--- src/edie_pkg.sv ---
/*
  Package for the DMA interrupt enable block: APB offsets, enable bit positions,
  status event positions, summary group masks and reset values.
  Assumes a 32-bit APB bus with word-aligned registers.
*/
`default_nettype none
package edie_pkg;
  // ----------------------------------------------------------------
  // Register offsets
  // ----------------------------------------------------------------
  localparam logic [11:0] OFF_STATUS  = 12'h014;
  localparam logic [11:0] OFF_ENABLE  = 12'h01C;
  localparam logic [11:0] OFF_EVENT   = 12'h020;
  // ----------------------------------------------------------------
  // Enable and status bit positions
  // ----------------------------------------------------------------
  localparam int BIT_TX_DONE      = 0;
  localparam int BIT_RX_BUF_UNAV  = 7;
  localparam int BIT_RX_STOPPED   = 8;
  localparam int BIT_RX_WDOG      = 9;
  localparam int BIT_EARLY_TX     = 10;
  localparam int BIT_FATAL_BUS    = 13;
  localparam int BIT_EARLY_RX     = 14;
  localparam int BIT_ABN_SUM      = 15;
  localparam int BIT_NRM_SUM      = 16;
  localparam int EVENT_W          = 15;
  // ----------------------------------------------------------------
  // Masks and reset values
  // ----------------------------------------------------------------
  localparam logic [14:0] ABN_GROUP   = 15'h27BA;
  localparam logic [14:0] NRM_GROUP   = 15'h4045;
  localparam logic [31:0] ENABLE_WMASK = 32'h0001E7FF;
  localparam logic [31:0] ENABLE_RST  = 32'h00000000;
  localparam logic [14:0] STATUS_RST  = 15'h0000;
endpackage
`default_nettype wire

--- src/edie_gate.sv ---
/*
  Combinational gating of status events by individual and summary enables.
  Assumes enables and status come from registers on the same clock.
*/
`default_nettype none
module edie_gate (
  input  wire logic [31:0] enableReg,
  input  wire logic [14:0] statusReg,
  output logic      [14:0] gated
);
  // ----------------------------------------------------------------
  // Gating
  // ----------------------------------------------------------------
  logic [14:0] groupEn;
  always_comb begin
    groupEn = ({15{enableReg[edie_pkg::BIT_ABN_SUM]}} & edie_pkg::ABN_GROUP)
            | ({15{enableReg[edie_pkg::BIT_NRM_SUM]}} & edie_pkg::NRM_GROUP);
    gated   = statusReg & enableReg[14:0] & groupEn & ~15'h1800;
  end
endmodule
`default_nettype wire

--- src/edie_apb.sv ---
/*
  APB slave decode helper: flags a completed write or read in the access phase.
  Assumes zero-wait-state answers; pready is always high.
*/
`default_nettype none
module edie_apb (
  input  wire logic psel,
  input  wire logic penable,
  input  wire logic pwrite,
  output logic      wrStb,
  output logic      rdStb
);
  // ----------------------------------------------------------------
  // Strobes
  // ----------------------------------------------------------------
  always_comb begin
    wrStb = psel & penable & pwrite;
    rdStb = psel & penable & ~pwrite;
  end
endmodule
`default_nettype wire

--- src/edie_top.sv ---
/*
  DMA interrupt enable block with sticky status, APB access and one level
  interrupt output.
  Assumes a 20 MHz clock, asynchronous active-high reset, and events arriving
  as single-cycle pulses from logic on the same clock.
*/
// The APB register port and the register offsets are this design's own decisions.
`default_nettype none
module edie_top (
  input  wire logic        clk,
  input  wire logic        sys_rst,
  input  wire logic        psel,
  input  wire logic        penable,
  input  wire logic        pwrite,
  input  wire logic [11:0] paddr,
  input  wire logic [31:0] pwdata,
  input  wire logic [3:0]  pstrb,
  output logic      [31:0] prdata,
  output logic             pready,
  output logic             pslverr,
  input  wire logic [14:0] dmaEvent,
  output logic             dmaIrq
);
  // ----------------------------------------------------------------
  // State
  // ----------------------------------------------------------------
  typedef struct packed {
    logic [31:0] enable;
    logic [14:0] status;
    logic [31:0] rdata;
    logic        irq;
  } edie_state_s;

  edie_state_s st_r;
  edie_state_s st_nxt;
  logic        wrStb;
  logic        rdStb;
  logic [14:0] gated;
  logic        mapped;
  logic [31:0] wmask;

  edie_apb u_apb (
    .psel    (psel),
    .penable (penable),
    .pwrite  (pwrite),
    .wrStb   (wrStb),
    .rdStb   (rdStb)
  );

  edie_gate u_gate (
    .enableReg (st_r.enable),
    .statusReg (st_r.status),
    .gated     (gated)
  );

  // ----------------------------------------------------------------
  // Next state
  // ----------------------------------------------------------------
  always_comb begin
    st_nxt = st_r;
    mapped = (paddr == edie_pkg::OFF_STATUS) || (paddr == edie_pkg::OFF_ENABLE)
          || (paddr == edie_pkg::OFF_EVENT);
    wmask  = {{8{pstrb[3]}}, {8{pstrb[2]}}, {8{pstrb[1]}}, {8{pstrb[0]}}};
    if (wrStb && paddr == edie_pkg::OFF_ENABLE) begin
      st_nxt.enable = (st_r.enable & ~wmask)
                    | (pwdata & wmask & edie_pkg::ENABLE_WMASK);
    end
    // Write one to clear, then set wins over clear; no enable involved
    if (wrStb && paddr == edie_pkg::OFF_STATUS) begin
      st_nxt.status = st_r.status & ~(pwdata[14:0] & wmask[14:0]);
    end
    st_nxt.status = st_nxt.status | dmaEvent;
    if (rdStb) begin
      case (paddr)
        edie_pkg::OFF_STATUS: st_nxt.rdata = {17'h00000, st_r.status};
        edie_pkg::OFF_ENABLE: st_nxt.rdata = st_r.enable;
        edie_pkg::OFF_EVENT:  st_nxt.rdata = {17'h00000, gated};
        default:              st_nxt.rdata = 32'h00000000;
      endcase
    end
    st_nxt.irq = |gated;
  end

  // ----------------------------------------------------------------
  // Registers
  // ----------------------------------------------------------------
  always_ff @(posedge clk or posedge sys_rst) begin
    if (sys_rst) begin
      st_r.enable <= edie_pkg::ENABLE_RST;
      st_r.status <= edie_pkg::STATUS_RST;
      st_r.rdata  <= 32'h00000000;
      st_r.irq    <= 1'b0;
    end else begin
      st_r <= st_nxt;
    end
  end

  // ----------------------------------------------------------------
  // Outputs
  // ----------------------------------------------------------------
  always_comb begin
    pready  = 1'b1;
    pslverr = psel & penable & ~mapped;
    prdata  = rdStb ? st_nxt.rdata : st_r.rdata;
    dmaIrq  = st_r.irq;
  end
endmodule
`default_nettype wire

--- config.mk ---
export PLATFORM = sky130hd
export DESIGN_NAME = edie_top
export DESIGN_NICKNAME = d
export VERILOG_FILES = /design/src/edie_pkg.sv /design/src/edie_gate.sv /design/src/edie_apb.sv /design/src/edie_top.sv
export SDC_FILE = /design/constraint.sdc
export NUM_CORES = 1
export LEC_CHECK = 0
export ABC_AREA = 1
export ABC_CLOCK_PERIOD_IN_PS = 2800
export BUFFER_PORTS_ARGS = -buffer_cell sky130_fd_sc_hd__buf_2
export CORE_ASPECT_RATIO = 0.8
export CORE_MARGIN = 5
export CORE_UTILIZATION = 30
export DETAILED_ROUTE_END_ITERATION = 10
export GPL_ROUTABILITY_DRIVEN = 0
export PLACE_DENSITY_LB_ADDON = 0.05
export SLEW_MARGIN = 30
export SYNTH_ARGS = -nofsm -noshare
export SYNTH_HDL_FRONTEND = slang
export SYNTH_SLANG_ARGS = --single-unit
--- constraint.sdc ---
create_clock -name clk -period 2.8 [get_ports clk]
set_input_delay 0.56 -clock clk [delete_from_list [all_inputs] [get_ports clk]]
set_output_delay 0.56 -clock clk [all_outputs]
set_load 0.01 [all_outputs]
# Word level (Yosys, flattened, before mapping)
# Cells that the tools add are included.
[op_classes] eq_ne=3 n_mul=0 reduce_logical=5 shift=0 addsub=0 n_mux=4 n_lt_le_gt_ge=0 n_div=0 bitwise=17
[op_table] operator="$pmux W32 S3" n=1
[op_table] operator="$mux W32" n=2
[op_table] operator="$and A15 B15 Y15" n=4
[op_table] operator="$and A32 B32 Y32" n=1
[op_table] operator="$not A32 Y32" n=1
[op_table] operator="$or A32 B17 Y32" n=1
[op_table] operator="$eq A12 B5 Y1 const B" n=2
[op_table] operator="$and A17 B17 Y17" n=1
[op_table] operator="$mux W15" n=1
[op_table] operator="$not A15 Y15" n=1
[op_table] operator="$or A14 B15 Y15" n=1
[op_table] operator="$or A15 B15 Y15" n=1
[op_table] operator="$reduce_or A13 Y1" n=1
[op_table] operator="$eq A12 B6 Y1 const B" n=1
[op_table] operator="$and A1 B1 Y1" n=4
[op_table] operator="$logic_and A1 B1 Y1" n=2
[op_table] operator="$logic_or A1 B1 Y1" n=2
[op_table] operator="$not A1 Y1" n=2
[word_totals] word_cells=33 inputBits=68 memories=0 mem_bits_rw=0 register_bits=80 latchBits=0 romBits=0

# Longest topological paths before layout
# Gate-level depths: netlist of run 1.
[logic_depth] word_depth=5 depth_mapped=10 mapped_depth_nobuf=9

# By module
# From an unflattened synthesis of run 1, not the netlist that was laid out.
[hier_totals] hier_cells=493 hier_area_um2=3996.3
[by_module_without_submodules] mod="edie_top" seq_area_each_um2=2001.9 instances=1 cells_each=458 area_per_inst_um2=3857.4
[by_module_without_submodules] mod="edie_gate" seq_area_each_um2=0.0 instances=1 cells_each=31 area_per_inst_um2=123.9
[by_module_without_submodules] mod="edie_apb" seq_area_each_um2=0.0 instances=1 cells_each=4 area_per_inst_um2=15.0

# Least setup slack after synthesis of run 1
# Ideal clock, no wire load.
[synth_path] path_kind="input-to-output" startpoint="input paddr[7]" endpoint="output prdata[15]" arrival_ns=1.546 n_path_buf=2 cell_stages=7 path_slack_ns=0.694 t_required_ns=2.240 cell_sequence="nor2_2 -> nand2_1 -> nor2_4 -> nand2_4 -> buf_6 -> o31ai_2 -> buf_4"
[synth_lines] element="start: declaration" line="edie_top.sv:15" source="input wire logic [11:0] paddr,"
[synth_lines] element="end: declaration" line="edie_top.sv:18" source="output logic [31:0] prdata,"

# Worst setup path in the final report of run 1
[layout_path] startpoint="input paddr[7]" endpoint="output prdata[7]"
[layout_via] elab_chain_cells=4 elab_cells_between_ends=6
[layout_lines] element="$eq A12 B6 Y1 or $eq A12 B5 Y1 (tied branches)" line="edie_top.sv:74" source="case (paddr)"
[layout_lines] element="$pmux W32 S3 (*)" line="edie_top.sv:74"
[layout_lines] element="$mux W32 (*)" line="edie_top.sv:73" source="if (rdStb) begin"
[layout_lines] element="$mux W32 (*)" line="edie_top.sv:104" source="prdata = rdStb ? st_nxt.rdata : st_r.rdata;"
# Mark *: on every way between the ends. The rest lies on a longest branch, timed or not.

==> results.ini, run 1 <==
[worst_setup_path]
crit_chain=buf_2, nor2_2, nand2_4, nor2_4, nand3_1, nand3_1, nand2_1, nand2_1, buf_2
critPathTopFamily=simple AND/OR/NAND/NOR gates
worst_setup_path_start_kind=primary input
worstPathRequired_ps=2240
worstPathMaxFanout=14
cpMaxStageDelayCell=nor2_4
crit_type=in -> out
arrival_ps=1940
critPathBufInv=2
worst_setup_path_end_kind=output port
crit_path_max_incr_delay_ps=380

[grt]
antenna_found_initial=0
grt_usage_pct=13.9
grt_pass1_vias=3219
grt_pass1_wl_um=17200
grt_max_degree=45
overflow=0

[route]
antenna_left=0
via_count=3242
first_iter_violations=299
avgViaCountPerCell=4.40
drt-wirelength-per-cell_um=14.4
wirelength_um=10600
drc=0
dr.pass1.iters=4

[run_status]
status=finished clean

[power]
power_mw=2.51
vdd_drop_max_mv=0.328
power_frac_clock_pct=48.7
p_per_area_nw_per_um2=526
combPwrFrac_pct=5.2
p_leak_nw=2.50
p_switching_mw=0.575
power_frac_seq_pct=46.1
p_sw_share_pct=22.9
p_int_mw=1.94

[timing]
post-route-min-period_ps=2500
period_share_pct=89.2
tightest_slew_ps=660
slew_violations=0
hold_slack_ps=279
tns_ps=0
relSlewSlack_pct=56.0
fmax_mhz=400
setup_viol=0
rsz0062_at_grt=no
timing.final.hold_violations=0
clock_skew_ps=9.77
setup_ws_ps=302

[layout]
nets=620
final_util_pct=35.5
final_cell_mix=nand2_1, buf_2, dfrtp_1, nand3_1, inv_1
syn_to_final_growth_pct=16.7
design_area_um2=4780
diodes=0
nFillCells=1425
final_cells=737
final_common_cell=nand2_1
drive_gt1_share_pct=26.6

[synth]
avgSynthCellArea_um2=8.20
yosysSeqAreaShare_pct=48.9
synth-seq-cells=80
syn_area_um2=4090
ys_warn_count=0
synth_cell_types=26
synth_cells=499
synth_fp_nets=567

[placement]
place_inst=721
place_ws_ps=314
portBuffers=86
dp_hpwl_um=7670
place_area_um2=4470

[clocking]
clock_tree.root_cell=clkbuf_16
cts-resized-gates=0
cts_buffers=9
ctsHtreeMaxLevel=3
clockBufferDepth=2
hold_buffers=0
post_cts_buffers=0
clk_latency_ps=350
numClockSinks=80
clk_pin_slew_ps=60
cts_tree=yes

[die]
die_w_um=141
die_h_um=114
core_um2=13500
die_area_um2=16100
ios=103
row_count=38
initial_core_util_pct=30.4

[worst_hold_path]
hold_class=in -> async

[flow_run]
max_cap_violations=0

==> worst register-to-register path, cell delays in order (launching register included) <==
cell and delay [ps]:
dfrtp_1 430, clkinv_1 340, nor2_1 240, nand3_1 90
nand3_1 120, nand2_1 70, nand2_1 70
==> worst paths after layout <==
check / startpoint / endpoint / depth (start not counted) / slack (ps)
min: sys_rst / st_r[30]$_DFF_PP0_ / 2 / 280
min in group clk: dmaEvent[4] / st_r[37]$_DFF_PP0_ / 3 / 390
max in group asynchronous: sys_rst / st_r[7]$_DFF_PP0_ / 3 / 1840
min reg2reg: st_r[15]$_DFF_PP0_ / st_r[15]$_DFF_PP0_ / 2 / 470
max reg2reg: flip-flop / st_r[2]$_DFF_PP0_ / 6 / 1380
max: paddr[7] / prdata[7] / 9 / 300
==> per-layer routing <==
metal / wire length, µm / GRT usage (%) / vias to the layer above
met5: 0 / 0 / -
met4: 123 / 3.42 / 0
met3: 564 / 5.14 / 12
met2: 4670 / 21.1 / 70
met1: 5260 / 18.8 / 1514
li1: - / - / 1646
==> kinds of logic (layout without fill, tap and decap cells) <==
logic type	count (synthesis)	in the layout	share of synthesized area [%]
AOI/OAI and AO/OA	36	36	6.66
buffers and inverters	105	163	13.8
DFF	80	80	48.9
other	1	1	0.0916
and+or+nand+nor	277	277	30.5
==> power by group through the flow <==
stage          Clock (mW)  Sequential, mW  Combinational [mW]
2_1_floorplan           0            1.18              0.0676
3_3_place_gp            0            1.18               0.133
3_5_place_dp            0            1.18               0.135
4_1_cts              1.26            1.16               0.135
5_1_grt              1.31            1.16               0.149
6_report             1.22            1.16               0.131
==> cell type report <==
cell class | instances | area (µm²) | area share [%]
sequential | 80 | 2000 | 41.9
inverter | 53 | 200 | 4.19
tap | 180 | 225 | 4.72
timing repair buffer | 94 | 515 | 10.8
clock inverter | 5 | 55.1 | 1.15
multi-input combinational | 314 | 1530 | 31.9
clock buffer | 11 | 253 | 5.29
==> synthesized netlist by cell type (all sizes together) <==
cell type | instances | area share, %
nand4 | 1 | 0.15
and2 | 1 | 0.15
dfrtp | 80 | 49
nand3 | 72 | 9.2
clkinv | 1 | 0.092
inv | 52 | 4.8
nor4 | 1 | 0.15
nor3 | 3 | 0.37
buf | 49 | 8.7
clkbuf | 3 | 0.28
a21oi | 2 | 0.24
o21ai | 17 | 2.1
o31ai | 17 | 4.3
nor2 | 47 | 5.9
nand2 | 152 | 15
conb | 1 | 0.092
No activity file was read; power rests on OpenSTA's default activity.
==> run 2, diff against run 1 <==
--- a/config.mk
+++ b/config.mk
@@ -6,5 +6,4 @@
 export NUM_CORES = 1
 export LEC_CHECK = 0
-export ABC_AREA = 1
 export ABC_CLOCK_PERIOD_IN_PS = 2800
 export BUFFER_PORTS_ARGS = -buffer_cell sky130_fd_sc_hd__buf_2
==> constraint.sdc (replaced) <==
create_clock -name clk -period 2.8 [get_ports clk]
set_input_delay 0 -clock clk [delete_from_list [all_inputs] [get_ports clk]]
set_output_delay 0 -clock clk [all_outputs]
set_load 0.01 [all_outputs]
==> run 2 against run 1 <==
Effect of this change: synthesized area decreased by 9.9%; final cell count fell by 22%; clock skew is 2.7 ps lower; hold slack worse by 150 ps; first-iteration DRC count fell by 55%; sequential power about the same; final area is 1.2% higher; critical path depth is 4 lower.
==> results.ini, run 2 <==
[timing]
setup_viol=0
tightest_slew_ps=764
post-route-min-period_ps=2240
clock_skew_ps=7.06
hold_slack_ps=133
rsz0062_at_grt=no
period_share_pct=80.1
fmax_mhz=446
tns_ps=0
slew_violations=0
relSlewSlack_pct=49.1
timing.final.hold_violations=0

[route]
antenna_left=0
first_iter_violations=136
dr.pass1.iters=4
drc=0
via_count=2737
wirelength_um=10100
avgViaCountPerCell=4.75
drt-wirelength-per-cell_um=17.6

[die]
ios=103
die_h_um=109
core_um2=12100
row_count=36
die_area_um2=14600
initial_core_util_pct=30.4
die_w_um=134

[placement]
portBuffers=86
dp_hpwl_um=7080

[grt]
grt_max_degree=32
antenna_found_initial=3
grt_usage_pct=14.7
overflow=0
grt_pass1_wl_um=16400
grt_pass1_vias=2928

[power]
combPwrFrac_pct=7.6
p_int_mw=2.07
p_leak_nw=2.20
power_frac_seq_pct=44.5
vdd_drop_max_mv=0.243
power_frac_clock_pct=47.9
p_sw_share_pct=21.8
p_per_area_nw_per_um2=547
p_switching_mw=0.576

[layout]
nFillCells=1173
final_cell_mix=buf_2, dfrtp_1, dlygate4sd3_1, a22o_1, and2_1
nets=486
final_common_cell=buf_2
syn_to_final_growth_pct=31.1
drive_gt1_share_pct=33.8

[synth]
synth_area_leaders=dfrtp_1, buf_4, mux2_2, a22o_1, a21o_1
ys_warn_count=0
yosysTopAreaCellShare_pct=54.3
syn_area_um2=3690
yosysSeqAreaShare_pct=54.3
post-synth-top-area-cell=dfrtp_1
synth_common_cells=dfrtp_1, buf_4, a22o_1, and2_1, nand3_1
synth_most_common_cell=dfrtp_1
synth-seq-cells=80
synth_top_flop_cell=dfrtp_1
synth-edff-count=0
synth_cells=311
synth_fp_nets=379
avgSynthCellArea_um2=11.9
synth_cell_types=43
async_flop_share_pct=100

[worst_setup_path]
arrival_ps=2240
worstPathMaxFanout=6
worstPathRequired_ps=2800
crit_chain=nor4bb_1, a21oi_1, or3b_1, a31oi_1, buf_2
crit_path_max_incr_delay_ps=510
cpMaxStageDelayCell=nor4bb_1
worst_setup_path_start_kind=flip-flop
worst_setup_path_end_kind=output port
crit_type=reg -> out

[worst_hold_path]
hold_start=pstrb[3]
hold_class=in -> reg

[clocking]
clk_pin_slew_ps=60
cts_buffers=9
clock_tree.root_cell=clkbuf_16
post_cts_buffers=0
cts_tree=yes
clockBufferDepth=2
ctsHtreeMaxLevel=3
clk_latency_ps=340
numClockSinks=80

[flow_run]
max_cap_violations=0

[run_status]
status=finished clean

==> run 2: changes by cell type in the layout (fill, tap and decap cells not counted), sizes merged, moves of 19 or more <==
cell	previous run	this run
nand2	152	15
nand3	72	16
inv	50	0
dlygate4sd3	0	46
nor2	47	12
a22o	0	19
==> run 2: per-stage QoR <==
stage | instance area [µm²] | utilization, % | total power [mW] | std cells | worst slack (ps)
floorplan | 3690 | - | 1.30 | 311 | 748
global placement | 4050 | 33.4 | 1.37 | 513 | 853
detailed placement | 4050 | 33.4 | 1.37 | 513 | 814
CTS | 4830 | 39.8 | 2.69 | 575 | 523
global route | 4830 | 39.9 | 2.75 | 576 | 379
finish | 4830 | 39.9 | 2.64 | 576 | 557
==> run 2: cell type report <==
type	count	area (µm²)	share of cell area [%]
diodes	1	2.50	0.0518
flip-flops and latches	80	2000	41.4
multi-input cells	185	1350	27.9
clock inverters	5	80.1	1.66
inverters	1	5.00	0.104
repair buffers	141	958	19.8
well taps	152	190	3.94
clock buffers	11	243	5.02
==> run 2: power by group through the flow <==
stage / logic [mW] / clock network [mW] / registers (mW)
2_1_floorplan: 0.105 / 0 / 1.20
3_3_place_gp: 0.170 / 0 / 1.20
3_5_place_dp: 0.172 / 0 / 1.20
4_1_cts: 0.205 / 1.30 / 1.18
5_1_grt: 0.225 / 1.35 / 1.18
6_report: 0.200 / 1.27 / 1.18
==> run 2: cell families (layout without fill, tap and decap cells) <==
logic type / count (synthesis) / in the layout / share of synthesized area (%)
simple gates: 94 / 94 / 16.6
flops: 80 / 80 / 54.3
compound gates: 73 / 73 / 14.8
buf+inv: 46 / 158 / 9.06
mux: 17 / 17 / 5.13
other cells: 1 / 2 / 0.102
==> run 2: final timing paths <==
| path | to | slack [ps] | depth (start not counted) |
|---|---|---|---|
| hold reg to reg | st_r[13]$_DFF_PP0_ | 470 | 2 |
| max in group asynchronous | async pin | 1790 | 4 |
| setup / recovery | prdata[0] | 560 | 5 |
| hold / removal | st_r[76]$_DFFE_PP0P_ | 130 | 3 |
| setup reg to reg | st_r[5]$_DFF_PP0_ | 970 | 5 |
| min in group asynchronous | st_r[39]$_DFF_PP0_ | 250 | 3 |
==> run 2: critical path, delay by kind of cell, from the launching register on <==
kind	cells	cell delay [ps]
AOI/OAI and AO/OA	2	350
buffers and inverters	1	180
DFF	1	490
and+or+nand+nor	2	890
==> run 2: timing repair <==
action,in CTS,in global routing
endpoints found under the hold margin,59,0
resized for setup,0,0
hold buffers,46,0
==> run 2: per-layer routing <==
metal / GRT usage (%) / part of all wire, % / up-vias
li1: - / - / 1336
met1: 21.1 / 51 / 1326
met2: 20.9 / 42 / 56
met3: 4.84 / 5.2 / 15
met4: 4.48 / 1.4 / 4
met5: 0 / 0.27 / -
